`config.mk`:
```
export PLATFORM = sky130hd
export DESIGN_NAME = rsdf_status_top
export DESIGN_NICKNAME = d
export VERILOG_FILES = /design/src/shared/rsdf_pkg.sv /design/src/shared/rsdf_tick_if.sv /design/src/hw/rsdf_prescaler.sv /design/src/hw/rsdf_status_top.sv
export SDC_FILE = /design/constraint.sdc
export NUM_CORES = 1
export LEC_CHECK = 0
export CAP_MARGIN = 30
export CORE_UTILIZATION = 40
export CTS_BUF_LIST = sky130_fd_sc_hd__clkbuf_4 sky130_fd_sc_hd__clkbuf_8
export CTS_CLUSTER_DIAMETER = 50
export CTS_CLUSTER_SIZE = 16
export DETAILED_ROUTE_END_ITERATION = 7
export DONT_BUFFER_PORTS = 1
export PLACE_DENSITY = 0.6
export SYNTH_ARGS = -nofsm -noshare
export SYNTH_HDL_FRONTEND = slang
export SYNTH_HIERARCHICAL = 1
export SYNTH_SLANG_ARGS = --single-unit
```
`constraint.sdc`:
```
create_clock -name clk_sys_in -period 4.8 [get_ports clk_sys_in]
set_input_delay 0.72 -clock clk_sys_in [delete_from_list [all_inputs] [get_ports clk_sys_in]]
set_output_delay 0.72 -clock clk_sys_in [all_outputs]
set_load 0.02 [all_outputs]
```
`src/shared/rsdf_pkg.sv`:
```
// Constants shared by the stop, summer-time and status flag block
package rsdf_pkg;
    // Register offsets
    localparam logic [7:0] ADDR_SECONDS = 8'h00;
    localparam logic [7:0] ADDR_MINUTES = 8'h02;
    localparam logic [7:0] ADDR_HOURS   = 8'h04;
    localparam logic [7:0] ADDR_CONTROL = 8'h0A;
    localparam logic [7:0] ADDR_STATUS  = 8'h0B;
    // Control register fields
    localparam int         BIT_HALT     = 7;
    localparam int         BIT_SUMMER   = 4;
    localparam logic [7:0] CONTROL_RST  = 8'h00;
    // Status register fields
    localparam int         BIT_ALARM    = 7;
    localparam int         BIT_OSCFAIL  = 6;
    localparam int         BIT_PWRLOSS  = 5;
    localparam int         BIT_CLRPIN   = 4;
    localparam int         BATT_W       = 3;
    // Prescaler shape: stage 0 is clocked by the crystal
    localparam int         PRESC_W      = 15;
    localparam int         STAGE_1K     = 4;
    localparam int         STAGE_32     = 9;
    localparam int         STAGE_LAST   = 14;
    localparam int         XTAL_HZ      = 32768;
    // Extra crystal edges the upper stages stay cleared after halt release
    localparam int         RESTART_GATE = 260;
    // Oscillator watchdog
    localparam int         SYS_PERIOD_NS  = 4;
    localparam int         OSC_TIMEOUT_NS = 100000;
    localparam int         OSC_TIMEOUT_CYC = OSC_TIMEOUT_NS / SYS_PERIOD_NS;
    // Time of day limits and summer-time hours
    localparam logic [5:0] MAX_SEC      = 6'h3B;
    localparam logic [5:0] MAX_MIN      = 6'h3B;
    localparam logic [4:0] MAX_HOUR     = 5'h17;
    localparam logic [4:0] SWITCH_HOUR  = 5'h01;
    localparam logic [4:0] SPRING_HOUR  = 5'h03;
endpackage : rsdf_pkg

```
`src/shared/rsdf_tick_if.sv`:
```
// Carrier between the prescaler and the status/time logic
interface rsdf_tick_if;
    logic halt;        // Upper stages held cleared
    logic sec_tick;    // One-cycle pulse per second
    logic xtal_level;  // Registered crystal level
    logic f1k024;      // 1.024 kHz stage
    logic f32;         // 32 Hz stage
    logic f1;          // 1 Hz stage
    logic osc_running; // Crystal edges seen recently
    modport presc (input halt, output sec_tick, xtal_level, f1k024, f32, f1, osc_running);
    modport core  (output halt, input sec_tick, xtal_level, f1k024, f32, f1, osc_running);
endinterface : rsdf_tick_if

```
`src/hw/rsdf_prescaler.sv`:
```
// Crystal prescaler with halt reset, restart gate and oscillator watchdog
module rsdf_prescaler #(
    parameter int OSC_TIMEOUT_CYC = rsdf_pkg::OSC_TIMEOUT_CYC,
    parameter int GATE_EDGES      = rsdf_pkg::RESTART_GATE
) (
    // Clock and reset
    input  wire logic  clk_sys_in,
    input  wire logic  rst_b_in,
    // Crystal level, synchronous to clk_sys_in
    input  wire logic  xtal_in,
    // Toward the core
    rsdf_tick_if.presc tick_if
);
    localparam int OW = $clog2(OSC_TIMEOUT_CYC + 1);
    localparam int GW = $clog2(GATE_EDGES + 1);
    localparam int UW = rsdf_pkg::PRESC_W - 2;

    logic          xtal_q;   // Previous crystal level
    logic          xtal_rise; // Stage 0 clocking event
    logic [1:0]    low2;     // Stages 0 and 1, never cleared by halt
    logic [UW-1:0] upper;    // Stages 2 to 14
    logic [GW-1:0] gate;     // Restart gate countdown
    logic          last_q;   // Delayed last stage for edge detect
    logic [OW-1:0] wdog;     // Cycles since last crystal edge

    assign xtal_rise = xtal_in & ~xtal_q;

    // Crystal edge detect
    always_ff @(posedge clk_sys_in) begin
        if (!rst_b_in) begin
            xtal_q <= 1'b0;
        end else begin
            xtal_q <= xtal_in;
        end
    end

    // Lowest two stages run from the crystal regardless of halt
    always_ff @(posedge clk_sys_in) begin
        if (!rst_b_in) begin
            low2 <= 2'h0;
        end else if (xtal_rise) begin
            low2 <= low2 + 2'h1;
        end
    end

    // Gate reloads while halted; it lines the first tick up with the restart window
    always_ff @(posedge clk_sys_in) begin
        if (!rst_b_in) begin
            gate <= GW'(GATE_EDGES);
        end else if (tick_if.halt) begin
            gate <= GW'(GATE_EDGES);
        end else if (xtal_rise && gate != '0) begin
            gate <= gate - GW'(1);
        end
    end

    // Upper stages count carries out of stage 1
    always_ff @(posedge clk_sys_in) begin
        if (!rst_b_in) begin
            upper <= '0;
        end else if (tick_if.halt) begin
            upper <= '0;
        end else if (xtal_rise && low2 == 2'h3 && gate == '0) begin
            upper <= upper + UW'(1);
        end
    end

    // Last stage edge detect
    always_ff @(posedge clk_sys_in) begin
        if (!rst_b_in) begin
            last_q <= 1'b0;
        end else begin
            last_q <= upper[rsdf_pkg::STAGE_LAST-2];
        end
    end

    // Watchdog starts expired so power-up counts as a stopped oscillator
    always_ff @(posedge clk_sys_in) begin
        if (!rst_b_in) begin
            wdog <= OW'(OSC_TIMEOUT_CYC);
        end else if (xtal_rise) begin
            wdog <= '0;
        end else if (wdog != OW'(OSC_TIMEOUT_CYC)) begin
            wdog <= wdog + OW'(1);
        end
    end

    assign tick_if.sec_tick    = upper[rsdf_pkg::STAGE_LAST-2] & ~last_q;
    assign tick_if.xtal_level  = xtal_q;
    assign tick_if.f1k024      = upper[rsdf_pkg::STAGE_1K-2];
    assign tick_if.f32         = upper[rsdf_pkg::STAGE_32-2];
    assign tick_if.f1          = upper[rsdf_pkg::STAGE_LAST-2];
    assign tick_if.osc_running = (wdog != OW'(OSC_TIMEOUT_CYC));
endmodule : rsdf_prescaler

```
`src/hw/rsdf_status_top.sv`:
```
// Time counters with halt, summer-time switching and the status flag register
// Functional notes
// - Stage zero clocked by 32.768 kHz crystal.
// - Halt clears upper stages, freezes time.
// - Seconds advance on last stage rising.
// - First tick 0.507813 to 0.507935 s later.
// - Spring Sunday jumps 1:59:59 to 3:00:00.
// - Autumn Sunday falls back once to 1:00:00.
// - Battery code refreshed once per second.
// - Status layout: flags 7..4, code 2..0.
// - Battery code ignores host writes.
// - Alarm flag set on match, cleared.
// - Oscillator flag set power-up, stop, halt.
// - Power-loss flag set after total supply loss.
// - Clear-pin flag set on pin assertion.
// - Oscillator flag stays while oscillator stopped.
// - Battery code 000 low to 111 high.
// - Halt stops 1.024 kHz, 32 Hz, 1 Hz.
module rsdf_status_top #(
    parameter int OSC_TIMEOUT_CYC = rsdf_pkg::OSC_TIMEOUT_CYC
) (
    // Clock and reset
    input  wire logic                      clk_sys_in,
    input  wire logic                      rst_b_in,
    // Crystal and derived frequencies
    input  wire logic                      xtal_in,
    output logic                           clk_32k768_out,
    output logic                           clk_1k024_out,
    output logic                           clk_32hz_out,
    output logic                           clk_1hz_out,
    // Register port
    input  wire logic                      reg_wr_en_in,
    input  wire logic [7:0]                reg_addr_in,
    input  wire logic [7:0]                reg_wdata_in,
    output logic      [7:0]                reg_rdata_out,
    // Event and level sources
    input  wire logic                      external_clear_input_in,
    input  wire logic                      alarm_match_in,
    input  wire logic [rsdf_pkg::BATT_W-1:0] battery_level_code_in,
    input  wire logic                      power_loss_strap_in,
    input  wire logic                      spring_sunday_in,
    input  wire logic                      autumn_sunday_in
);
    rsdf_tick_if tick_if ();

    logic [7:0] control;                 // Control register
    logic       halt_time_circuits;      // Stop bit
    logic       summer_time_enable;      // Summer-time mode
    logic [5:0] seconds;                 // Time of day, binary
    logic [5:0] minutes;
    logic [4:0] hours;
    logic       fall_done;               // Autumn hour already repeated today
    logic       alarm_match_flag;
    logic       oscillator_failure_flag;
    logic       power_loss_flag;
    logic       clear_pin_flag;
    logic [rsdf_pkg::BATT_W-1:0] battery_level_code;
    logic       strap_pending;           // First cycle after reset release
    logic       clr_q;                   // Clear pin previous level
    logic       clr_event;               // Clear pin assertion
    logic       end_of_hour;             // 59:59 reached on this tick
    logic       spring_jump;
    logic       fall_back;
    logic       wr_status;
    logic       wr_time;
    logic [7:0] next_rdata;

    // Write strobe for one register
    function automatic logic wr_hit(input logic en, input logic [7:0] a, input logic [7:0] off);
        wr_hit = en && (a == off);
    endfunction : wr_hit

    rsdf_prescaler #(
        .OSC_TIMEOUT_CYC (OSC_TIMEOUT_CYC),
        .GATE_EDGES      (rsdf_pkg::RESTART_GATE)
    ) u_presc (
        .clk_sys_in (clk_sys_in),
        .rst_b_in   (rst_b_in),
        .xtal_in    (xtal_in),
        .tick_if    (tick_if)
    );

    assign halt_time_circuits = control[rsdf_pkg::BIT_HALT];
    assign summer_time_enable = control[rsdf_pkg::BIT_SUMMER];
    assign tick_if.halt       = halt_time_circuits;
    assign wr_status          = wr_hit(reg_wr_en_in, reg_addr_in, rsdf_pkg::ADDR_STATUS);
    assign wr_time            = wr_hit(reg_wr_en_in, reg_addr_in, rsdf_pkg::ADDR_SECONDS)
                              | wr_hit(reg_wr_en_in, reg_addr_in, rsdf_pkg::ADDR_MINUTES)
                              | wr_hit(reg_wr_en_in, reg_addr_in, rsdf_pkg::ADDR_HOURS);
    assign clr_event          = external_clear_input_in & ~clr_q;
    assign end_of_hour        = tick_if.sec_tick && seconds == rsdf_pkg::MAX_SEC
                              && minutes == rsdf_pkg::MAX_MIN;
    assign spring_jump        = end_of_hour && summer_time_enable && spring_sunday_in
                              && hours == rsdf_pkg::SWITCH_HOUR;
    assign fall_back          = end_of_hour && summer_time_enable && autumn_sunday_in
                              && hours == rsdf_pkg::SWITCH_HOUR && !fall_done;

    // Control register, other bits kept for read-back only
    always_ff @(posedge clk_sys_in) begin
        if (!rst_b_in) begin
            control <= rsdf_pkg::CONTROL_RST;
        end else if (wr_hit(reg_wr_en_in, reg_addr_in, rsdf_pkg::ADDR_CONTROL)) begin
            control <= reg_wdata_in;
        end
    end

    // Time counters; a host write wins over a same-cycle tick
    always_ff @(posedge clk_sys_in) begin
        if (!rst_b_in) begin
            seconds <= '0;
            minutes <= '0;
            hours   <= '0;
        end else if (wr_time) begin
            if (reg_addr_in == rsdf_pkg::ADDR_SECONDS) begin
                seconds <= reg_wdata_in[5:0];
            end else if (reg_addr_in == rsdf_pkg::ADDR_MINUTES) begin
                minutes <= reg_wdata_in[5:0];
            end else begin
                hours <= reg_wdata_in[4:0];
            end
        end else if (tick_if.sec_tick) begin
            if (seconds != rsdf_pkg::MAX_SEC) begin
                seconds <= seconds + 6'h01;
            end else begin
                seconds <= '0;
                if (minutes != rsdf_pkg::MAX_MIN) begin
                    minutes <= minutes + 6'h01;
                end else begin
                    minutes <= '0;
                    if (spring_jump) begin
                        hours <= rsdf_pkg::SPRING_HOUR;
                    end else if (fall_back) begin
                        hours <= rsdf_pkg::SWITCH_HOUR;
                    end else if (hours == rsdf_pkg::MAX_HOUR) begin
                        hours <= '0;
                    end else begin
                        hours <= hours + 5'h01;
                    end
                end
            end
        end
    end

    // Fall-back is armed again only once the autumn Sunday is over
    always_ff @(posedge clk_sys_in) begin
        if (!rst_b_in) begin
            fall_done <= 1'b0;
        end else if (!autumn_sunday_in) begin
            fall_done <= 1'b0;
        end else if (fall_back) begin
            fall_done <= 1'b1;
        end
    end

    // Clear pin edge detect; input is synchronous
    always_ff @(posedge clk_sys_in) begin
        if (!rst_b_in) begin
            clr_q <= 1'b0;
        end else begin
            clr_q <= external_clear_input_in;
        end
    end

    // Alarm flag; a match beats both the pin clear and a written zero
    always_ff @(posedge clk_sys_in) begin
        if (!rst_b_in) begin
            alarm_match_flag <= 1'b0;
        end else if (tick_if.sec_tick && alarm_match_in) begin
            alarm_match_flag <= 1'b1;
        end else if (clr_event || (wr_status && !reg_wdata_in[rsdf_pkg::BIT_ALARM])) begin
            alarm_match_flag <= 1'b0;
        end
    end

    // Oscillator flag; a clear cannot land while the crystal is stopped
    always_ff @(posedge clk_sys_in) begin
        if (!rst_b_in) begin
            oscillator_failure_flag <= 1'b1;
        end else if (!tick_if.osc_running
                     || (wr_hit(reg_wr_en_in, reg_addr_in, rsdf_pkg::ADDR_CONTROL)
                         && reg_wdata_in[rsdf_pkg::BIT_HALT])) begin
            oscillator_failure_flag <= 1'b1;
        end else if (wr_status && !reg_wdata_in[rsdf_pkg::BIT_OSCFAIL]) begin
            oscillator_failure_flag <= 1'b0;
        end
    end

    // Power-loss strap caught on the first cycle after reset release
    always_ff @(posedge clk_sys_in) begin
        if (!rst_b_in) begin
            strap_pending   <= 1'b1;
            power_loss_flag <= 1'b0;
        end else begin
            strap_pending <= 1'b0;
            if (strap_pending && power_loss_strap_in) begin
                power_loss_flag <= 1'b1;
            end else if (wr_status && !reg_wdata_in[rsdf_pkg::BIT_PWRLOSS]) begin
                power_loss_flag <= 1'b0;
            end
        end
    end

    // Clear-pin flag stays until the host writes zero
    always_ff @(posedge clk_sys_in) begin
        if (!rst_b_in) begin
            clear_pin_flag <= 1'b0;
        end else if (clr_event) begin
            clear_pin_flag <= 1'b1;
        end else if (wr_status && !reg_wdata_in[rsdf_pkg::BIT_CLRPIN]) begin
            clear_pin_flag <= 1'b0;
        end
    end

    // Battery code sampled once a second; writes never reach it
    always_ff @(posedge clk_sys_in) begin
        if (!rst_b_in) begin
            battery_level_code <= '0;
        end else if (tick_if.sec_tick) begin
            battery_level_code <= battery_level_code_in;
        end
    end

    // Read mux; unmapped offsets read zero
    always_comb begin
        if (reg_addr_in == rsdf_pkg::ADDR_STATUS) begin
            next_rdata = {alarm_match_flag, oscillator_failure_flag, power_loss_flag,
                          clear_pin_flag, 1'b0, battery_level_code};
        end else if (reg_addr_in == rsdf_pkg::ADDR_CONTROL) begin
            next_rdata = control;
        end else if (reg_addr_in == rsdf_pkg::ADDR_SECONDS) begin
            next_rdata = {2'h0, seconds};
        end else if (reg_addr_in == rsdf_pkg::ADDR_MINUTES) begin
            next_rdata = {2'h0, minutes};
        end else if (reg_addr_in == rsdf_pkg::ADDR_HOURS) begin
            next_rdata = {3'h0, hours};
        end else begin
            next_rdata = 8'h00;
        end
    end

    // Registered read data and frequency outputs
    always_ff @(posedge clk_sys_in) begin
        if (!rst_b_in) begin
            reg_rdata_out  <= 8'h00;
            clk_32k768_out <= 1'b0;
            clk_1k024_out  <= 1'b0;
            clk_32hz_out   <= 1'b0;
            clk_1hz_out    <= 1'b0;
        end else begin
            reg_rdata_out  <= next_rdata;
            clk_32k768_out <= tick_if.xtal_level;
            clk_1k024_out  <= tick_if.f1k024;
            clk_32hz_out   <= tick_if.f32;
            clk_1hz_out    <= tick_if.f1;
        end
    end
endmodule : rsdf_status_top

```
==> run_results.csv <==
group,metric,value,unit
setup_path,worstPathArrival,2820,ps
clock_tree,cts_hold_buf,0,
timing,worstMarginPinSlew,818,ps
cells_and_area,nNetsFinal,534,
yosys,synth_seq_cells,88,
floorplan,dieWidth,108,µm
floorplan,initial_utilization,41.1,%
global_routing,antenna_found_initial,0,
yosys,synth.distinct_cells,76,
timing,relSlewSlack,45.5,%
place,port_buffers,0,
global_routing,grt_use_met1,24.8,%
detailed_routing,viasPerCell,5.61,
clock_tree,clock_path_buffers,2,
timing,setup-tns-final,0,ps
clock_tree,root_buffer,"clkbuf_8",
cells_and_area,finalInstanceArea,0.00476,mm²
flow_run,drv_cap,0,
timing,finClkSkew,9.39,ps
clock_tree,cts_buffers,9,
setup_path,crit_chain,"nor2b_1 -> nand3b_1 -> nor4_4 -> o211ai_1 -> a311o_1 -> a21oi_2",
detailed_routing,ant_nets,0,
setup_path,crit_slowest_cell,"nor2b_1",
power_and_ir_drop,power.density,308,mW/mm²
timing,period_share,52.5,%
hold_path,hold_end,"u_presc/wdog[14]$_SDFFE_PN1P_",
detailed_routing,drc,0,
setup_path,crit_fanout,7,
detailed_routing,routed-via-count,3597,
global_routing,grt_overflow,0,
cells_and_area,n_fill_cell,1108,
setup_path,reg2reg_slack,2280,ps
floorplan,row_count,38,
hold_path,hp-class,"input pin to flip-flop",
clock_tree,cts_post_setup_buffers_inserted,0,
yosys,synth.avg_cell_area,8.83,µm²
global_routing,grt_pass1_wl,17000,µm
clock_tree,cts_tree,"built",
place,dp_hpwl,7370,µm
clock_tree,htree_levels,3,
cells_and_area,drive_gt1_share,8.38,%
timing,fmax,0.397,GHz
setup_path,cp.required,5100,ps
global_routing,grt_pass1_vias,3484,
clock_tree,path_clk_slew,80,ps
floorplan,io-pin-count,40,
floorplan,core,0.0108,mm²
setup_path,crit_buf_inv,0,
floorplan,fp.dieH,108,µm
timing,setup_viol,0,
setup_path,r2r-start,"u_presc/upper[12]$_SDFFE_PP0P_",
yosys,ys_warn_count,6,
timing,slew_violations,0,
setup_path,cpPeakStageDelay,640,ps
yosys,syn_nets,542,
setup_path,path_class,"flip-flop to flip-flop",
detailed_routing,drt-wirelength-per-cell,15.9,µm
yosys,syn_area,0.00446,mm²
cells_and_area,n_antenna_cell,0,
timing,rsz0062_at_grt,"no",
clock_tree,clk_latency,360,ps
global_routing,grt_use_met3,3.21,%
yosys,synth_edf_count,0,
setup_path,crit_family,"simple AND/OR/NAND/NOR gates",
detailed_routing,drt_iter0_markers,221,
setup_path,rr_worst_depth,6,
timing,hold_viol,0,
hold_path,hold_depth,1,
place,dpl_cell_area,0.00452,mm²
place,gp_congestion,0.841,
cells_and_area,multiInputGateArea,0.00249,mm²
setup_path,end_kind,"flip-flop",
timing,fin_crit,2520,ps
global_routing,grt_max_degree,34,
yosys,synthArstFlopShare,0,%
power_and_ir_drop,total_leakage_power,1.70,nW
setup_path,start_kind,"flip-flop",
cells_and_area,syn_to_final_growth,6.88,%
global_routing,top_usage_layer,"met2",
setup_path,worstReg2RegEnd,"hours[0]$_SDFFE_PN0P_",
clock_tree,clock-sinks,88,
outcome,status,"complete, no violations",
detailed_routing,first_pass_iters,4,
global_routing,grt_usage,18.8,%
yosys,synth_ff_type,"dfxtp_1",
clock_tree,cts_resized,0,
detailed_routing,wirelength,10200,µm
yosys,syn_inst,505,
floorplan,fp.dieArea,0.0116,mm²
yosys,ys_seq_area_share,39.5,%
hold_path,hold_start,"rst_b_in",
global_routing,grtUsageMet2,29.6,%
cells_and_area,regArea,0.00176,mm²
power_and_ir_drop,vdd_ir_drop_max,0.154,mV
cells in the mapped netlist, drive strengths merged, types with 5 or more instances:
cell type,n,area share (%)
clkbuf,10,1.3
nand3,20,2.4
dfxtp,88,40
xor2,6,1.2
o22a,5,0.98
mux2i,23,5.2
o21ai,19,2.1
and2,11,1.5
nor2,60,5.1
inv,17,1.4
nor2b,5,0.70
a31oi,7,0.98
a21oi,36,4.2
nand4,11,1.8
or3,10,1.4
nor4b,5,1.3
ha,9,2.5
or4,7,1.3
nand2,45,3.8
xnor2,14,2.8
nor3,8,1.0
o211ai,6,1.0
nor4,7,1.8
buf,10,1.8
sequential cells by signal (all words and copies together), names as in the netlist:
signal,cells
u_presc/upper,13
strap_pending,1
u_presc/tick_if.xtal_level,1
alarm_match_flag,1
clr_q,1
battery_level_code,3
clk_1hz_out,1
clk_32k768_out,1
u_presc/gate,9
reg_rdata_out,8
fall_done,1
oscillator_failure_flag,1
power_loss_flag,1
control,8
clk_32hz_out,1
u_presc/low2,2
clk_1k024_out,1
clear_pin_flag,1
minutes,6
hours,5
seconds,6
u_presc/last_q,1
u_presc/wdog,15
cell type report:
type | count | area share [%]
well taps | 140 | 3.68
clock buffers | 12 | 3.20
clock inverters | 3 | 1.89
multi-input cells | 380 | 52.3
repair buffers | 1 | 0.578
flip-flops and latches | 88 | 37.0
inverters | 17 | 1.34
cells in the final DEF, fill, tap and decap left out, types with 6 or more instances in the layout:
| cell type | instances |
|---|---|
| dfxtp_1 | 88 |
| or3_1 | 10 |
| xor2_1 | 6 |
| nand3_1 | 19 |
| ha_1 | 9 |
| o211ai_1 | 6 |
| a21oi_1 | 34 |
| clkbuf_8 | 10 |
| mux2i_1 | 23 |
| inv_1 | 17 |
| nand4_1 | 9 |
| nand2_1 | 45 |
| o21ai_0 | 18 |
| a31oi_1 | 7 |
| or4_1 | 6 |
| and2_1 | 11 |
| xnor2_1 | 14 |
| nor3_1 | 7 |
| nor2_1 | 60 |
logic make-up (layout without fill, tap and decap cells):
logic type | count (synthesis) | in the layout | share of synthesized area, %
AND/OR/NAND/NOR | 216 | 216 | 27.1
multiplexers | 24 | 24 | 5.42
AO/OA/AOI/OAI | 111 | 111 | 17.0
buffers and inverters | 37 | 33 | 4.55
adder cells (fa/ha/maj) | 9 | 9 | 2.53
flip-flops | 88 | 88 | 39.5
XOR/XNOR | 20 | 20 | 3.93
worst register-to-register path, delay by kind of cell (launching register included):
family | cells | cell delay, ps
AOI/OAI and AO/OA | 3 | 750
and+or+nand+nor | 3 | 1330
DFF | 1 | 400
worst max-delay path by stage:
stage                                   start                      end  slack (ps)  depth (start not counted)
2_1_floorplan                  reg_addr_in[5]    hours[0]$_SDFFE_PN0P_        2730                          5
4_1_cts        u_presc/upper[12]$_SDFFE_PP0P_    hours[0]$_SDFFE_PN0P_        2260                          6
3_5_place_dp                   reg_addr_in[5]  seconds[0]$_SDFFE_PN0P_        2210                          5
6_report       u_presc/upper[12]$_SDFFE_PP0P_    hours[0]$_SDFFE_PN0P_        2280                          6
3_3_place_gp                   reg_addr_in[5]  seconds[0]$_SDFFE_PN0P_        2210                          5
5_1_grt        u_presc/upper[12]$_SDFFE_PP0P_    hours[0]$_SDFFE_PN0P_        2040                          6
stage by stage:
| stage | setup WS [ps] | hold WS (ps) | utilization, % | total power, mW | std cells |
|---|---|---|---|---|---|
| 3_3_place_gp | 2210 | 442 | 41.5 | 0.858 | 625 |
| 2_1_floorplan | 2730 | 424 | - | 0.854 | 505 |
| 6_report | 2280 | 438 | 44.0 | 1.47 | 641 |
| 4_1_cts | 2260 | 412 | 44.0 | 1.48 | 641 |
| 5_1_grt | 2040 | 424 | 44.0 | 1.53 | 641 |
| 3_5_place_dp | 2210 | 455 | 41.7 | 0.863 | 626 |
power breakdown:
group / leakage, nW / total, mW / internal, mW / switching, mW
logic: 0.858 / 0.0821 / 0.0385 / 0.0435
clock network: 0.124 / 0.621 / 0.369 / 0.252
registers: 0.714 / 0.765 / 0.745 / 0.0196
total: 1.70 / 1.47 / 1.15 / 0.315
per-layer routing:
layer / routed length (µm) / up-vias
met3: 400 / 12
li1: - / 1819
met2: 4760 / 48
met5: 0 / -
met1: 4880 / 1718
met4: 172 / 0
Power figures use the tool's default switching activity.
